**config.mk**
```make
export PLATFORM = sky130hd
export DESIGN_NAME = disk_write_cache_control
export DESIGN_NICKNAME = d
export VERILOG_FILES = /design/src/verilog/wcache_pkg.sv /design/src/verilog/wcache_extent_mem.sv /design/src/verilog/disk_write_cache_control.sv
export VERILOG_INCLUDE_DIRS = /design/src /design/src/verilog
export SDC_FILE = /design/constraint.sdc
export NUM_CORES = 1
export LEC_CHECK = 0
export BUFFER_PORTS_ARGS = -buffer_cell sky130_fd_sc_hd__buf_4
export CAP_MARGIN = 20
export CORE_MARGIN = 2
export CORE_UTILIZATION = 45
export DETAILED_ROUTE_END_ITERATION = 8
export GPL_ROUTABILITY_DRIVEN = 1
export PLACE_DENSITY = 0.67
export SLEW_MARGIN = 10
export SYNTH_ARGS = -nofsm -noshare
export SYNTH_HDL_FRONTEND = slang
export SYNTH_SLANG_ARGS = --single-unit
```
**constraint.sdc**
```tcl
create_clock -name sys_clk -period 5.9 [get_ports sys_clk]
set_input_delay 0.885 -clock sys_clk [delete_from_list [all_inputs] [get_ports sys_clk]]
set_output_delay 0.885 -clock sys_clk [all_outputs]
set_load 0.05 [all_outputs]
```
**src/verilog/wcache_map.svh**
```systemverilog
// Constants of the disk write cache controller
`ifndef WCACHE_MAP_SVH
`define WCACHE_MAP_SVH
`define OP_WRITE_SECTORS 8'h30
`define OP_WRITE_MULTIPLE 8'hc5
`define OP_WRITE_DMA 8'hca
`define OP_SET_FEATURES 8'hef
`define FEAT_WC_ENABLE 8'h02
`define FEAT_WC_DISABLE 8'h82
`define WC_RESET_ENABLE 1'b1
`define RETRY_LIMIT 8
`endif

```
**src/verilog/wcache_pkg.sv**
```systemverilog
// Types of the disk write cache controller
package wcache_pkg;
	typedef enum logic [1:0] {H_IDLE, H_XFER, H_DRAIN} host_state_e;
	typedef enum logic [1:0] {M_IDLE, M_LOAD, M_RUN, M_REASSIGN} med_state_e;
endpackage

```
**src/verilog/wcache_extent_mem.sv**
```systemverilog
// Small memory holding pending write extents
`timescale 1ns/100ps
module wcache_extent_mem #(
	parameter int WIDTH = 37,
	parameter int DEPTH = 8,
	parameter int AW = 3
) (
	input wire logic sys_clk,
	input wire logic wr_en,
	input wire logic [AW-1:0] wr_addr,
	input wire logic [WIDTH-1:0] wr_data,
	input wire logic [AW-1:0] rd_addr,
	output logic [WIDTH-1:0] rd_data
);
	logic [WIDTH-1:0] mem [DEPTH];

	// Write port
	always_ff @(posedge sys_clk) begin
		if (wr_en) begin
			mem[wr_addr] <= wr_data;
		end
	end

	// Registered read port
	always_ff @(posedge sys_clk) begin
		rd_data <= mem[rd_addr];
	end
endmodule

```
**src/verilog/disk_write_cache_control.sv**
```systemverilog
// Write-back cache controller between ATA command side and medium
`timescale 1ns/100ps
`include "wcache_map.svh"
module disk_write_cache_control import wcache_pkg::*; #(
	parameter int LBA_W = 28,
	parameter int CNT_W = 8,
	parameter int DEPTH = 8,
	parameter int RETRIES = `RETRY_LIMIT
) (
	input wire logic sys_clk,
	input wire logic rst,
	input wire logic cmd_valid,
	output logic cmd_ready,
	input wire logic [7:0] cmd_opcode,
	input wire logic [7:0] cmd_feature,
	input wire logic [LBA_W-1:0] cmd_lba,
	input wire logic [CNT_W-1:0] cmd_count,
	output logic xfer_go,
	input wire logic host_xfer_done,
	output logic cmd_pass,
	output logic irq_done,
	output logic irq_abort,
	output logic stat_ok,
	output logic stat_err,
	output logic cache_en,
	input wire logic hard_reset_req,
	input wire logic soft_reset_req,
	output logic hard_go,
	output logic soft_go,
	output logic med_start,
	output logic [LBA_W-1:0] med_lba,
	output logic [CNT_W-1:0] med_count,
	output logic med_seek,
	input wire logic med_done,
	input wire logic med_fail,
	output logic reassign_req,
	input wire logic reassign_ok,
	input wire logic reassign_fail,
	output logic pending
);
	localparam int AW = $clog2(DEPTH);
	localparam int EW = LBA_W + CNT_W + 1;

	// ************************************
	// Decoding and bookkeeping
	// ************************************
	function automatic logic is_write(input logic [7:0] op);
		return op == `OP_WRITE_SECTORS || op == `OP_WRITE_MULTIPLE ||
			op == `OP_WRITE_DMA;
	endfunction

	host_state_e h_state;
	med_state_e m_state;
	logic [AW-1:0] head, tail;
	logic [AW:0] qcnt;
	logic [LBA_W-1:0] next_lba;
	logic err_pending, through, drain_feat, feat_val;
	logic hard_hold, soft_hold;
	logic [EW-1:0] rd_entry;
	logic [7:0] tries;
	logic accept, push, pop, flush, seq_in, drain_end, write_cmd;

	assign pending = qcnt != '0 || m_state != M_IDLE;
	assign cmd_ready = h_state == H_IDLE && qcnt != (AW+1)'(DEPTH) &&
		m_state != M_REASSIGN && !hard_hold && !soft_hold;
	assign accept = cmd_valid && cmd_ready;
	assign write_cmd = is_write(cmd_opcode);
	// A write is queued even with an error stored; it is reported after
	assign push = accept && write_cmd;
	// Sequential only while the previous write is still queued or on the medium
	assign seq_in = cmd_lba == next_lba && pending;
	assign pop = m_state == M_IDLE && qcnt != '0;
	assign flush = m_state == M_REASSIGN && reassign_fail;
	assign drain_end = h_state == H_DRAIN && !pending;

	// Extent storage
	wcache_extent_mem #(.WIDTH(EW), .DEPTH(DEPTH), .AW(AW)) u_mem (
		.sys_clk(sys_clk),
		.wr_en(push),
		.wr_addr(tail),
		.wr_data({seq_in, cmd_lba, cmd_count}),
		.rd_addr(head),
		.rd_data(rd_entry)
	);

	// Queue pointers; a failed recovery drops all remaining data
	always_ff @(posedge sys_clk or posedge rst) begin
		if (rst) begin
			head <= '0;
			tail <= '0;
			qcnt <= '0;
		end else if (flush) begin
			head <= '0;
			tail <= '0;
			qcnt <= '0;
		end else begin
			if (push) begin
				tail <= AW'(tail + 1'b1);
			end
			if (pop) begin
				head <= AW'(head + 1'b1);
			end
			qcnt <= (AW+1)'(qcnt + push - pop);
		end
	end

	// Address following the last accepted write
	always_ff @(posedge sys_clk or posedge rst) begin
		if (rst) begin
			next_lba <= '0;
		end else if (push) begin
			next_lba <= LBA_W'(cmd_lba + cmd_count);
		end
	end

	// ************************************
	// Host command side
	// ************************************
	always_ff @(posedge sys_clk or posedge rst) begin
		if (rst) begin
			h_state <= H_IDLE;
			through <= 1'b0;
			drain_feat <= 1'b0;
			feat_val <= 1'b0;
			xfer_go <= 1'b0;
			cmd_pass <= 1'b0;
		end else begin
			xfer_go <= 1'b0;
			cmd_pass <= 1'b0;
			unique case (h_state)
				H_IDLE: begin
					if (accept && write_cmd) begin
						xfer_go <= 1'b1;
						// Error or disabled cache: complete after medium
						through <= !cache_en || err_pending;
						h_state <= H_XFER;
					end else if (accept && err_pending) begin
						h_state <= H_IDLE;
					end else if (accept && cmd_opcode == `OP_SET_FEATURES &&
						(cmd_feature == `FEAT_WC_ENABLE ||
						cmd_feature == `FEAT_WC_DISABLE)) begin
						drain_feat <= 1'b1;
						feat_val <= cmd_feature == `FEAT_WC_ENABLE;
						h_state <= H_DRAIN;
					end else if (accept) begin
						cmd_pass <= 1'b1;
					end
				end
				H_XFER: begin
					if (host_xfer_done) begin
						h_state <= through ? H_DRAIN : H_IDLE;
					end
				end
				H_DRAIN: begin
					if (drain_end) begin
						drain_feat <= 1'b0;
						through <= 1'b0;
						h_state <= H_IDLE;
					end
				end
				default: h_state <= H_IDLE;
			endcase
		end
	end

	// Completion interrupts and ATA status
	always_ff @(posedge sys_clk or posedge rst) begin
		if (rst) begin
			irq_done <= 1'b0;
			irq_abort <= 1'b0;
			stat_ok <= 1'b0;
			stat_err <= 1'b0;
		end else begin
			irq_done <= 1'b0;
			irq_abort <= 1'b0;
			if ((h_state == H_IDLE && accept && !write_cmd && err_pending) ||
				(drain_end && err_pending)) begin
				irq_abort <= 1'b1;
				stat_ok <= 1'b0;
				stat_err <= 1'b1;
			end else if ((h_state == H_XFER && host_xfer_done && !through) ||
				drain_end) begin
				irq_done <= 1'b1;
				stat_ok <= 1'b1;
				stat_err <= 1'b0;
			end
		end
	end

	// Stored error, cleared when it is reported
	always_ff @(posedge sys_clk or posedge rst) begin
		if (rst) begin
			err_pending <= 1'b0;
		end else if (flush) begin
			err_pending <= 1'b1;
		end else if ((h_state == H_IDLE && accept && !write_cmd) ||
			drain_end) begin
			err_pending <= 1'b0;
		end
	end

	// Cache enable: power-up default, features, auto-disable on failure
	always_ff @(posedge sys_clk or posedge rst) begin
		if (rst) begin
			cache_en <= `WC_RESET_ENABLE;
		end else if (flush) begin
			cache_en <= 1'b0;
		end else if (drain_end && drain_feat && !err_pending) begin
			cache_en <= feat_val;
		end
	end

	// Resets held until all buffered data is on the medium
	always_ff @(posedge sys_clk or posedge rst) begin
		if (rst) begin
			hard_hold <= 1'b0;
			soft_hold <= 1'b0;
			hard_go <= 1'b0;
			soft_go <= 1'b0;
		end else begin
			hard_go <= hard_hold && !pending;
			soft_go <= soft_hold && !hard_hold && !pending;
			hard_hold <= hard_reset_req || (hard_hold && pending);
			soft_hold <= soft_reset_req || (soft_hold && pending);
		end
	end

	// ************************************
	// Medium side
	// ************************************
	always_ff @(posedge sys_clk or posedge rst) begin
		if (rst) begin
			m_state <= M_IDLE;
			tries <= '0;
			med_start <= 1'b0;
			med_lba <= '0;
			med_count <= '0;
			med_seek <= 1'b0;
			reassign_req <= 1'b0;
		end else begin
			med_start <= 1'b0;
			reassign_req <= 1'b0;
			unique case (m_state)
				M_IDLE: begin
					if (pop) begin
						m_state <= M_LOAD;
					end
				end
				M_LOAD: begin
					med_start <= 1'b1;
					med_lba <= rd_entry[CNT_W +: LBA_W];
					med_count <= rd_entry[CNT_W-1:0];
					med_seek <= !rd_entry[EW-1];
					tries <= '0;
					m_state <= M_RUN;
				end
				M_RUN: begin
					if (med_done) begin
						m_state <= M_IDLE;
					end else if (med_fail && tries < 8'(RETRIES)) begin
						tries <= 8'(tries + 1'b1);
						med_start <= 1'b1;
						med_seek <= 1'b1;
					end else if (med_fail) begin
						reassign_req <= 1'b1;
						m_state <= M_REASSIGN;
					end
				end
				M_REASSIGN: begin
					if (reassign_ok || reassign_fail) begin
						m_state <= M_IDLE;
					end
				end
			endcase
		end
	end
endmodule

```
Yosys cells after proc, flatten, opt, wreduce, memory -nomap -nowiden --
Memories as Yosys holds them, arrays and structs flattened. A register that Yosys moved wholly into a read port is not among the register bits. Cells that the tools add are included. Widths: inputs -> output; s select.
Storage, ports and cells: bits in registers 104, RAM bits 296, input port bits 62, output and inout bits 50, word-level logic and storage cells 184, memories 1
Cells by class: add/sub/neg operators 6, magnitude comparators 1, eq/ne operators 27, mux-type cells 57, bitwise gates (word level) 2, reduce and logical (&&, ||, !) cells 63
Memories:
- u_mem.mem | words 8, width 37, read ports 1, clocked after Yosys merged registers in 1, write ports 1, RTL line wcache_extent_mem.sv:15 | logic [WIDTH-1:0] mem [DEPTH];
Operator list (count):
- $eq 8x8->1 const B | 4
- $mux 1 | 32
- $add 28x8->28 | 1
- $eq 28x28->1 | 1
- $logic_and 1x1->1 | 27
- $mux 2 | 11
- $ne 2x2->1 const B | 10
- $mux 8 | 2
- $pmux 8 s2 | 1
- $reduce_bool 2->1 | 8
- $mux 3 | 4
- $logic_or 1x1->1 | 11
- $reduce_and 3->1 | 3
- $add 8x1->8 const B | 1
- $eq 8x2->1 const B | 1
- $eq 8x6->1 const B | 1
- $logic_not 1->1 | 8
- $lt 8x4->1 const B | 1
- $ne 4x4->1 const B | 2
- $pmux 1 s2 | 4
- $pmux 2 s4 | 1
- $reduce_and 4->1 | 2
- $add 3x1->3 const B | 2
- $eq 2x2->1 const B | 3
- other kinds (11) | 15

Logic depth before layout (Yosys ltp) --
depth after elaboration 12, mapped depth 14, depth with buffers taken out 12

Hierarchy --
A second synthesis with hierarchy kept.
Unflattened totals: cell total of the unflattened synthesis 989, area, all modules 17286.6 µm²
Modules (own cells, without submodules):
- wcache_extent_mem | times used 1, cells each 477, area an instance 11906.4 µm²
- disk_write_cache_control | times used 1, cells each 512, area an instance 5380.2 µm²

Least setup slack after synthesis --
OpenSTA, ideal clock, no wires.
kind register -> register, start point register m_state[0], end point memory u_mem.mem[2][0], enable pin, arrival 5.972 ns, required time 5.363 ns, path slack -0.609 ns, cell stages (with the launch flop) 7, period minus slack after synthesis 6.509 ns, cells stage by stage dfrtp_1 > ha_1 > or4_4 > nor3_4 > nand3_1 > clkbuf_1 > nor4b_1
Between the ends: longest elaborated chain between the ends 8
RTL lines:
- start: declaration | RTL line disk_write_cache_control.sv:53 | med_state_e m_state;
- start signal: assignment | RTL line disk_write_cache_control.sv:233 | m_state <= M_IDLE;
- start signal: assignment | RTL line disk_write_cache_control.sv:246 | m_state <= M_LOAD;
- start signal: assignment | RTL line disk_write_cache_control.sv:255 | m_state <= M_RUN;
- $ne 2x2->1 | RTL line disk_write_cache_control.sv:65 | m_state != M_REASSIGN && !hard_hold && !soft_hold;
- $logic_and 1x1->1 | RTL line disk_write_cache_control.sv:64 | assign cmd_ready = h_state == H_IDLE && qcnt != (AW+1)'(DEPTH) &&
- $logic_and 1x1->1 (2 in series) | RTL line disk_write_cache_control.sv:65
- net cmd_ready | RTL line disk_write_cache_control.sv:13 | output logic cmd_ready,
- $logic_and 1x1->1 | RTL line disk_write_cache_control.sv:66 | assign accept = cmd_valid && cmd_ready;
- $logic_and 1x1->1 | RTL line disk_write_cache_control.sv:69 | assign push = accept && write_cmd;
- $mux 1 | RTL line wcache_extent_mem.sv:19 | if (wr_en) begin
- $mux 1 (implied by the code) | RTL line wcache_extent_mem.sv:20 | mem[wr_addr] <= wr_data;
- end: declaration | RTL line wcache_extent_mem.sv:15
The timed path passes the listed nets, and every way through them passes these cells.

Worst setup path after layout --
start point register m_state[0], end point memory u_mem.mem[7][14], enable pin
Between the ends: longest elaborated chain between the ends 8
RTL lines (RTL line):
- $ne 2x2->1 | disk_write_cache_control.sv:65
- $logic_and 1x1->1 | disk_write_cache_control.sv:64
- $logic_and 1x1->1 (2 in series) | disk_write_cache_control.sv:65
- $logic_and 1x1->1 | disk_write_cache_control.sv:66
- $logic_and 1x1->1 | disk_write_cache_control.sv:69
- $mux 1 | wcache_extent_mem.sv:19
- $mux 1 (implied by the code) | wcache_extent_mem.sv:20
No other way between the ends.

==> flow_summary.html <==
<table>
<tr><th>Metric</th><th>Value</th></tr>
<tr><th colspan="2">Drt</th></tr>
<tr><td>Detailed-routing iteration count for the pre-antenna-repair pass</td><td>5</td></tr>
<tr><td>Wire length on met1</td><td>approximately 15,000 um</td></tr>
<tr><td>Final antenna-violating net count</td><td>0</td></tr>
<tr><td>DRC violations left</td><td>0</td></tr>
<tr><td>Met2 WL</td><td>between 15,000 and 20,000 um</td></tr>
<tr><td>Amount of wire on met3 after detailed routing</td><td>1160 um</td></tr>
<tr><td>Routed via count divided by cell count</td><td>about 5.2</td></tr>
<tr><td>Routed wire per std cell</td><td>between 15 and 20 um</td></tr>
<tr><td>Top layer used by detailed routing</td><td>met4</td></tr>
<tr><td>DRC marker count from the first detailed-route iteration</td><td>about 600</td></tr>
<tr><td>Overall routed net length</td><td>32,200 um</td></tr>
<tr><td>DR vias</td><td>just under 9,000</td></tr>
<tr><th colspan="2">Timing</th></tr>
<tr><td>Final clock period utilization by the worst path</td><td>between 60% and 70%</td></tr>
<tr><td>Final period demand of the worst path</td><td>roughly 3.6 ns</td></tr>
<tr><td>Number of setup violations in the final report</td><td>0</td></tr>
<tr><td>Upper clock frequency limit</td><td>0.279 GHz</td></tr>
<tr><td>Count of pins over their slew limit</td><td>0</td></tr>
<tr><td>Worst Tran Pin Value</td><td>1.08 ns</td></tr>
<tr><td>Final sum of negative setup slack</td><td>0 ns</td></tr>
<tr><td>Max_slew headroom</td><td>27.4%</td></tr>
<tr><td>Setup repair after global routing missed its margin</td><td>false</td></tr>
<tr><td>Final clock skew</td><td>around 0.018 ns</td></tr>
<tr><td>Final count of hold timing violations</td><td>0</td></tr>
<tr><th colspan="2">Setup path</th></tr>
<tr><td>Critical register-to-register path startpoint</td><td>m_state[0]</td></tr>
<tr><td>Critical path startpoint category</td><td>flip-flop</td></tr>
<tr><td>Largest fanout on the critical path</td><td>65</td></tr>
<tr><td>Terminus of the critical flop-to-flop path</td><td>u_mem.mem[7][14]</td></tr>
<tr><td>Worst-path cell with the longest stage delay</td><td>sky130_fd_sc_hd__or4_4</td></tr>
<tr><td>Cell with the most instances on the worst path</td><td>sky130_fd_sc_hd__buf_4</td></tr>
<tr><td>Slack of the worst reg-to-reg path</td><td>2.32 ns</td></tr>
<tr><td>Worst Setup Path Type</td><td>reg -&gt; reg</td></tr>
<tr><td>Ordered list of cells on the worst path</td><td>ha_1 -&gt; or4_4 -&gt; nor3_4 -&gt; nand3_2 -&gt; buf_4 -&gt; clkinv_1 -&gt; nand2_1 -&gt; nor2_4 -&gt; buf_4</td></tr>
<tr><td>Critical Path Max Stage Delay</td><td>about 0.53 ns</td></tr>
<tr><td>WP data required</td><td>about 6 ns</td></tr>
<tr><td>Worst Reg2Reg Path Length in Cells</td><td>9</td></tr>
<tr><td>Capturing element type of the critical path</td><td>flip-flop</td></tr>
<tr><td>Worst endpoint data arrival time</td><td>roughly 3.8 ns</td></tr>
<tr><th colspan="2">CTS</th></tr>
<tr><td>Longest Clk Path Bufs</td><td>3</td></tr>
<tr><td>CTS root buffer</td><td>sky130_fd_sc_hd__clkbuf_16</td></tr>
<tr><td>Post-CTS repair timing setup buffer count</td><td>0</td></tr>
<tr><td>Clk sink count</td><td>roughly 440</td></tr>
<tr><td>CTS resizes</td><td>0</td></tr>
<tr><td>H-tree Lvls</td><td>2</td></tr>
<tr><td>Clock insertion delay at the later pin of the skew report</td><td>0.55 ns</td></tr>
<tr><td>Number of buffers created by CTS</td><td>45</td></tr>
<tr><td>Clock transition at the register clock pins on the worst setup and hold paths after CTS</td><td>0.06 ns</td></tr>
<tr><td>Post-CTS Hold Fix Bufs</td><td>0</td></tr>
<tr><td>CTS tree</td><td>built</td></tr>
<tr><th colspan="2">Die</th></tr>
<tr><td>Std-Cell Core Area</td><td>between 30,000 and 40,000 sq um</td></tr>
<tr><td>Die width</td><td>approximately 200 um</td></tr>
<tr><td>Starting Density</td><td>approximately 46%</td></tr>
<tr><td>Die extent in y</td><td>about 200 um</td></tr>
<tr><td>Die area</td><td>39,700 sq um</td></tr>
<tr><td>Number of placement rows</td><td>71</td></tr>
<tr><td>Top-Level Pins</td><td>approximately 110</td></tr>
<tr><th colspan="2">GRT</th></tr>
<tr><td>Total congestion overflow after global routing</td><td>0</td></tr>
<tr><td>Global-route wire length before repair</td><td>~51,000 um</td></tr>
<tr><td>Initial antenna violation count</td><td>0</td></tr>
<tr><td>Vias in the first global route</td><td>approximately 8,900</td></tr>
<tr><td>Pin count of the biggest net entering global routing</td><td>71</td></tr>
<tr><td>GRT Total Usage</td><td>16.7%</td></tr>
<tr><th colspan="2">Synthesis</th></tr>
<tr><td>Leading register cell type out of synthesis</td><td>sky130_fd_sc_hd__edfxtp_1</td></tr>
<tr><td>Mean cell area of the mapped netlist</td><td>~18 sq um</td></tr>
<tr><td>Number of cells produced by synthesis</td><td>between 900 and 1,000</td></tr>
<tr><td>Total standard cell area after synthesis</td><td>17,200 sq um</td></tr>
<tr><td>Post-Syn Nets</td><td>between 1,000 and 1,500</td></tr>
<tr><td>Netlist cell types</td><td>between 50 and 60</td></tr>
<tr><td>Number of warning messages in the yosys log</td><td>0</td></tr>
<tr><td>Register area share after synthesis</td><td>between 70% and 80%</td></tr>
<tr><td>Number of flip-flops and latches in the synthesized netlist</td><td>437</td></tr>
<tr><td>Async set-or-reset flop fraction in the synthesized netlist</td><td>23.8%</td></tr>
<tr><td>Post-synth EDFFs</td><td>around 300</td></tr>
<tr><th colspan="2">Placement</th></tr>
<tr><td>Placement-stage cell area</td><td>18,700 sq um</td></tr>
<tr><td>Dpl cells</td><td>~1,600</td></tr>
<tr><td>Port Buffer Count</td><td>between 100 and 150</td></tr>
<tr><td>Routability congestion estimate</td><td>0.785</td></tr>
<tr><td>Hpwl dp</td><td>slightly below 20,000 um</td></tr>
<tr><th colspan="2">Finish</th></tr>
<tr><td>Final antenna diode count</td><td>0</td></tr>
<tr><td>Final design area excluding fillers</td><td>around 20,000 sq um</td></tr>
<tr><td>Area growth from synthesis to layout</td><td>17.4%</td></tr>
<tr><td>Finished Layout Cells</td><td>between 1,500 and 2,000</td></tr>
<tr><td>Final Core Density</td><td>a little over half</td></tr>
<tr><td>Share of layout cells above drive strength 1</td><td>a little under a third</td></tr>
<tr><td>Final nets</td><td>roughly 1,200</td></tr>
<tr><th colspan="2">Power</th></tr>
<tr><td>Peak VDD IR</td><td>304 uV</td></tr>
<tr><td>Power density normalized to cell area</td><td>between 400 and 500 nW/um^2</td></tr>
<tr><td>Leakage</td><td>approximately 0.0073 uW</td></tr>
<tr><td>Total power consumption of the routed design</td><td>around 9000 uW</td></tr>
<tr><th colspan="2">Run status</th></tr>
<tr><td>Outcome</td><td>finished clean</td></tr>
<tr><th colspan="2">Hold path</th></tr>
<tr><td>Min-delay worst type</td><td>in -&gt; async</td></tr>
<tr><th colspan="2">Flow run</th></tr>
<tr><td>Count of maximum capacitance violations</td><td>0</td></tr>
</table>
## metal layers
| metal | vias up | GRT usage [%] |
|---|---|---|
| met5 | - | 0 |
| met4 | 0 | 4.73 |
| met3 | 49 | 2.58 |
| met2 | 145 | 27.6 |
| met1 | 4436 | 23.1 |
| li1 | 4028 | - |
## cells in the final DEF, fill, tap and decap left out, types with 26 or more instances in the layout
cell type | Yosys | final
sky130_fd_sc_hd__edfxtp_1 | 296 | 296
sky130_fd_sc_hd__buf_4 | 0 | 130
sky130_fd_sc_hd__dfrtp_1 | 103 | 100
sky130_fd_sc_hd__nand2_1 | 50 | 50
sky130_fd_sc_hd__clkbuf_16 | 0 | 46
sky130_fd_sc_hd__o21ai_0 | 33 | 33
sky130_fd_sc_hd__mux2_2 | 74 | 74
sky130_fd_sc_hd__dfxtp_1 | 37 | 37
sky130_fd_sc_hd__nor2_1 | 38 | 37
sky130_fd_sc_hd__xnor2_1 | 26 | 26
sky130_fd_sc_hd__xor2_1 | 33 | 33
sky130_fd_sc_hd__mux4_2 | 74 | 74
## through the flow
stage | worst slack (ns) | hold WS, ns
global placement | 1.96 | 0.417
floorplan | 0.317 | 0.378
finish | 2.32 | 0.312
global route | 2.11 | 0.334
detailed placement | 1.82 | 0.418
CTS | 2.24 | 0.424
## layout make-up
class,count,area [sq um]
clock buffer,64,1260
clock inverter,19,131
fill,3012,17400
inverter,24,92.6
multi-input combinational,481,4780
sequential,437,12200
tap,511,639
timing repair buffer,131,1000
## cells by family (layout without fill, tap and decap cells)
logic type | Yosys count | after routing | share of synthesized area [%]
mux | 151 | 151 | 14.8
simple gates | 178 | 178 | 5.41
flops | 437 | 437 | 71.3
buf+inv | 60 | 238 | 1.35
xor+xnor | 59 | 59 | 3.01
compound gates | 70 | 70 | 2.43
fa+ha+maj | 23 | 23 | 1.76
## Yosys cell counts (all sizes together) (2+ instances only)
cell type  instances  share of area [%]
nand2             51                1.1
nand3b             3               0.13
dfxtp             37                4.3
nor3              15               0.53
nand4              6               0.22
fa                 2               0.23
a21oi             11               0.32
nor2b              9               0.33
o21ai             33               0.96
a211o              2               0.10
xor2              33                1.7
o21a               4               0.17
xnor2             26                1.3
and3               5               0.18
ha                21                1.5
mux4              74                9.7
inv               23               0.50
o211ai             2              0.087
a31oi              5               0.18
nor4              15               0.63
a21o               6               0.26
edfxtp           296                 52
nor3b              7               0.31
mux2i              2               0.12
nand2b             2              0.073
nor2              38               0.83
buf               11               0.28
and2               4               0.15
dfrtp            103                 15
clkbuf            25               0.55
nand3             11               0.32
mux2              75                4.9
or3                5               0.21
o22a               2               0.10
nor4b              3               0.15
## registers in the layout (all words and copies together) (netlist names), 2 cells and up
register       cells
h_state            2
head               3
m_state            2
med_count          8
med_lba           28
next_lba          28
qcnt               4
tail               3
tries              8
u_mem.mem        296
u_mem.rd_data     37
## how the worst max path moves through the flow
stage,startpoint,to,slack (ns),cells past startpoint
global placement,cmd_opcode[4],u_mem.mem[7][15],1.96,10
detailed placement,cmd_opcode[4],u_mem.mem[7][11],1.82,10
finish,m_state[0],u_mem.mem[7][14],2.32,9
CTS,m_state[0],u_mem.mem[7][11],2.24,9
floorplan,m_state[0],u_mem.mem[6][0],0.32,8
global route,m_state[0],u_mem.mem[7][33],2.11,9
## report_power, final
part           internal (uW)  leakage, uW  switching (uW)  total, uW
combinational           1120      0.00236            1170       2290
clock                   1530     0.000684            1130       2660
sequential              3610      0.00430             320       3930
## worst max-delay path, delay by kind of cell, from the launching register on
family | cells | cell delay (ns)
adders and majority gates | 1 | 0.26
buffers and inverters | 3 | 0.95
DFF | 1 | 0.43
and+or+nand+nor | 5 | 1.55
Power figures use the tool's default switching activity.
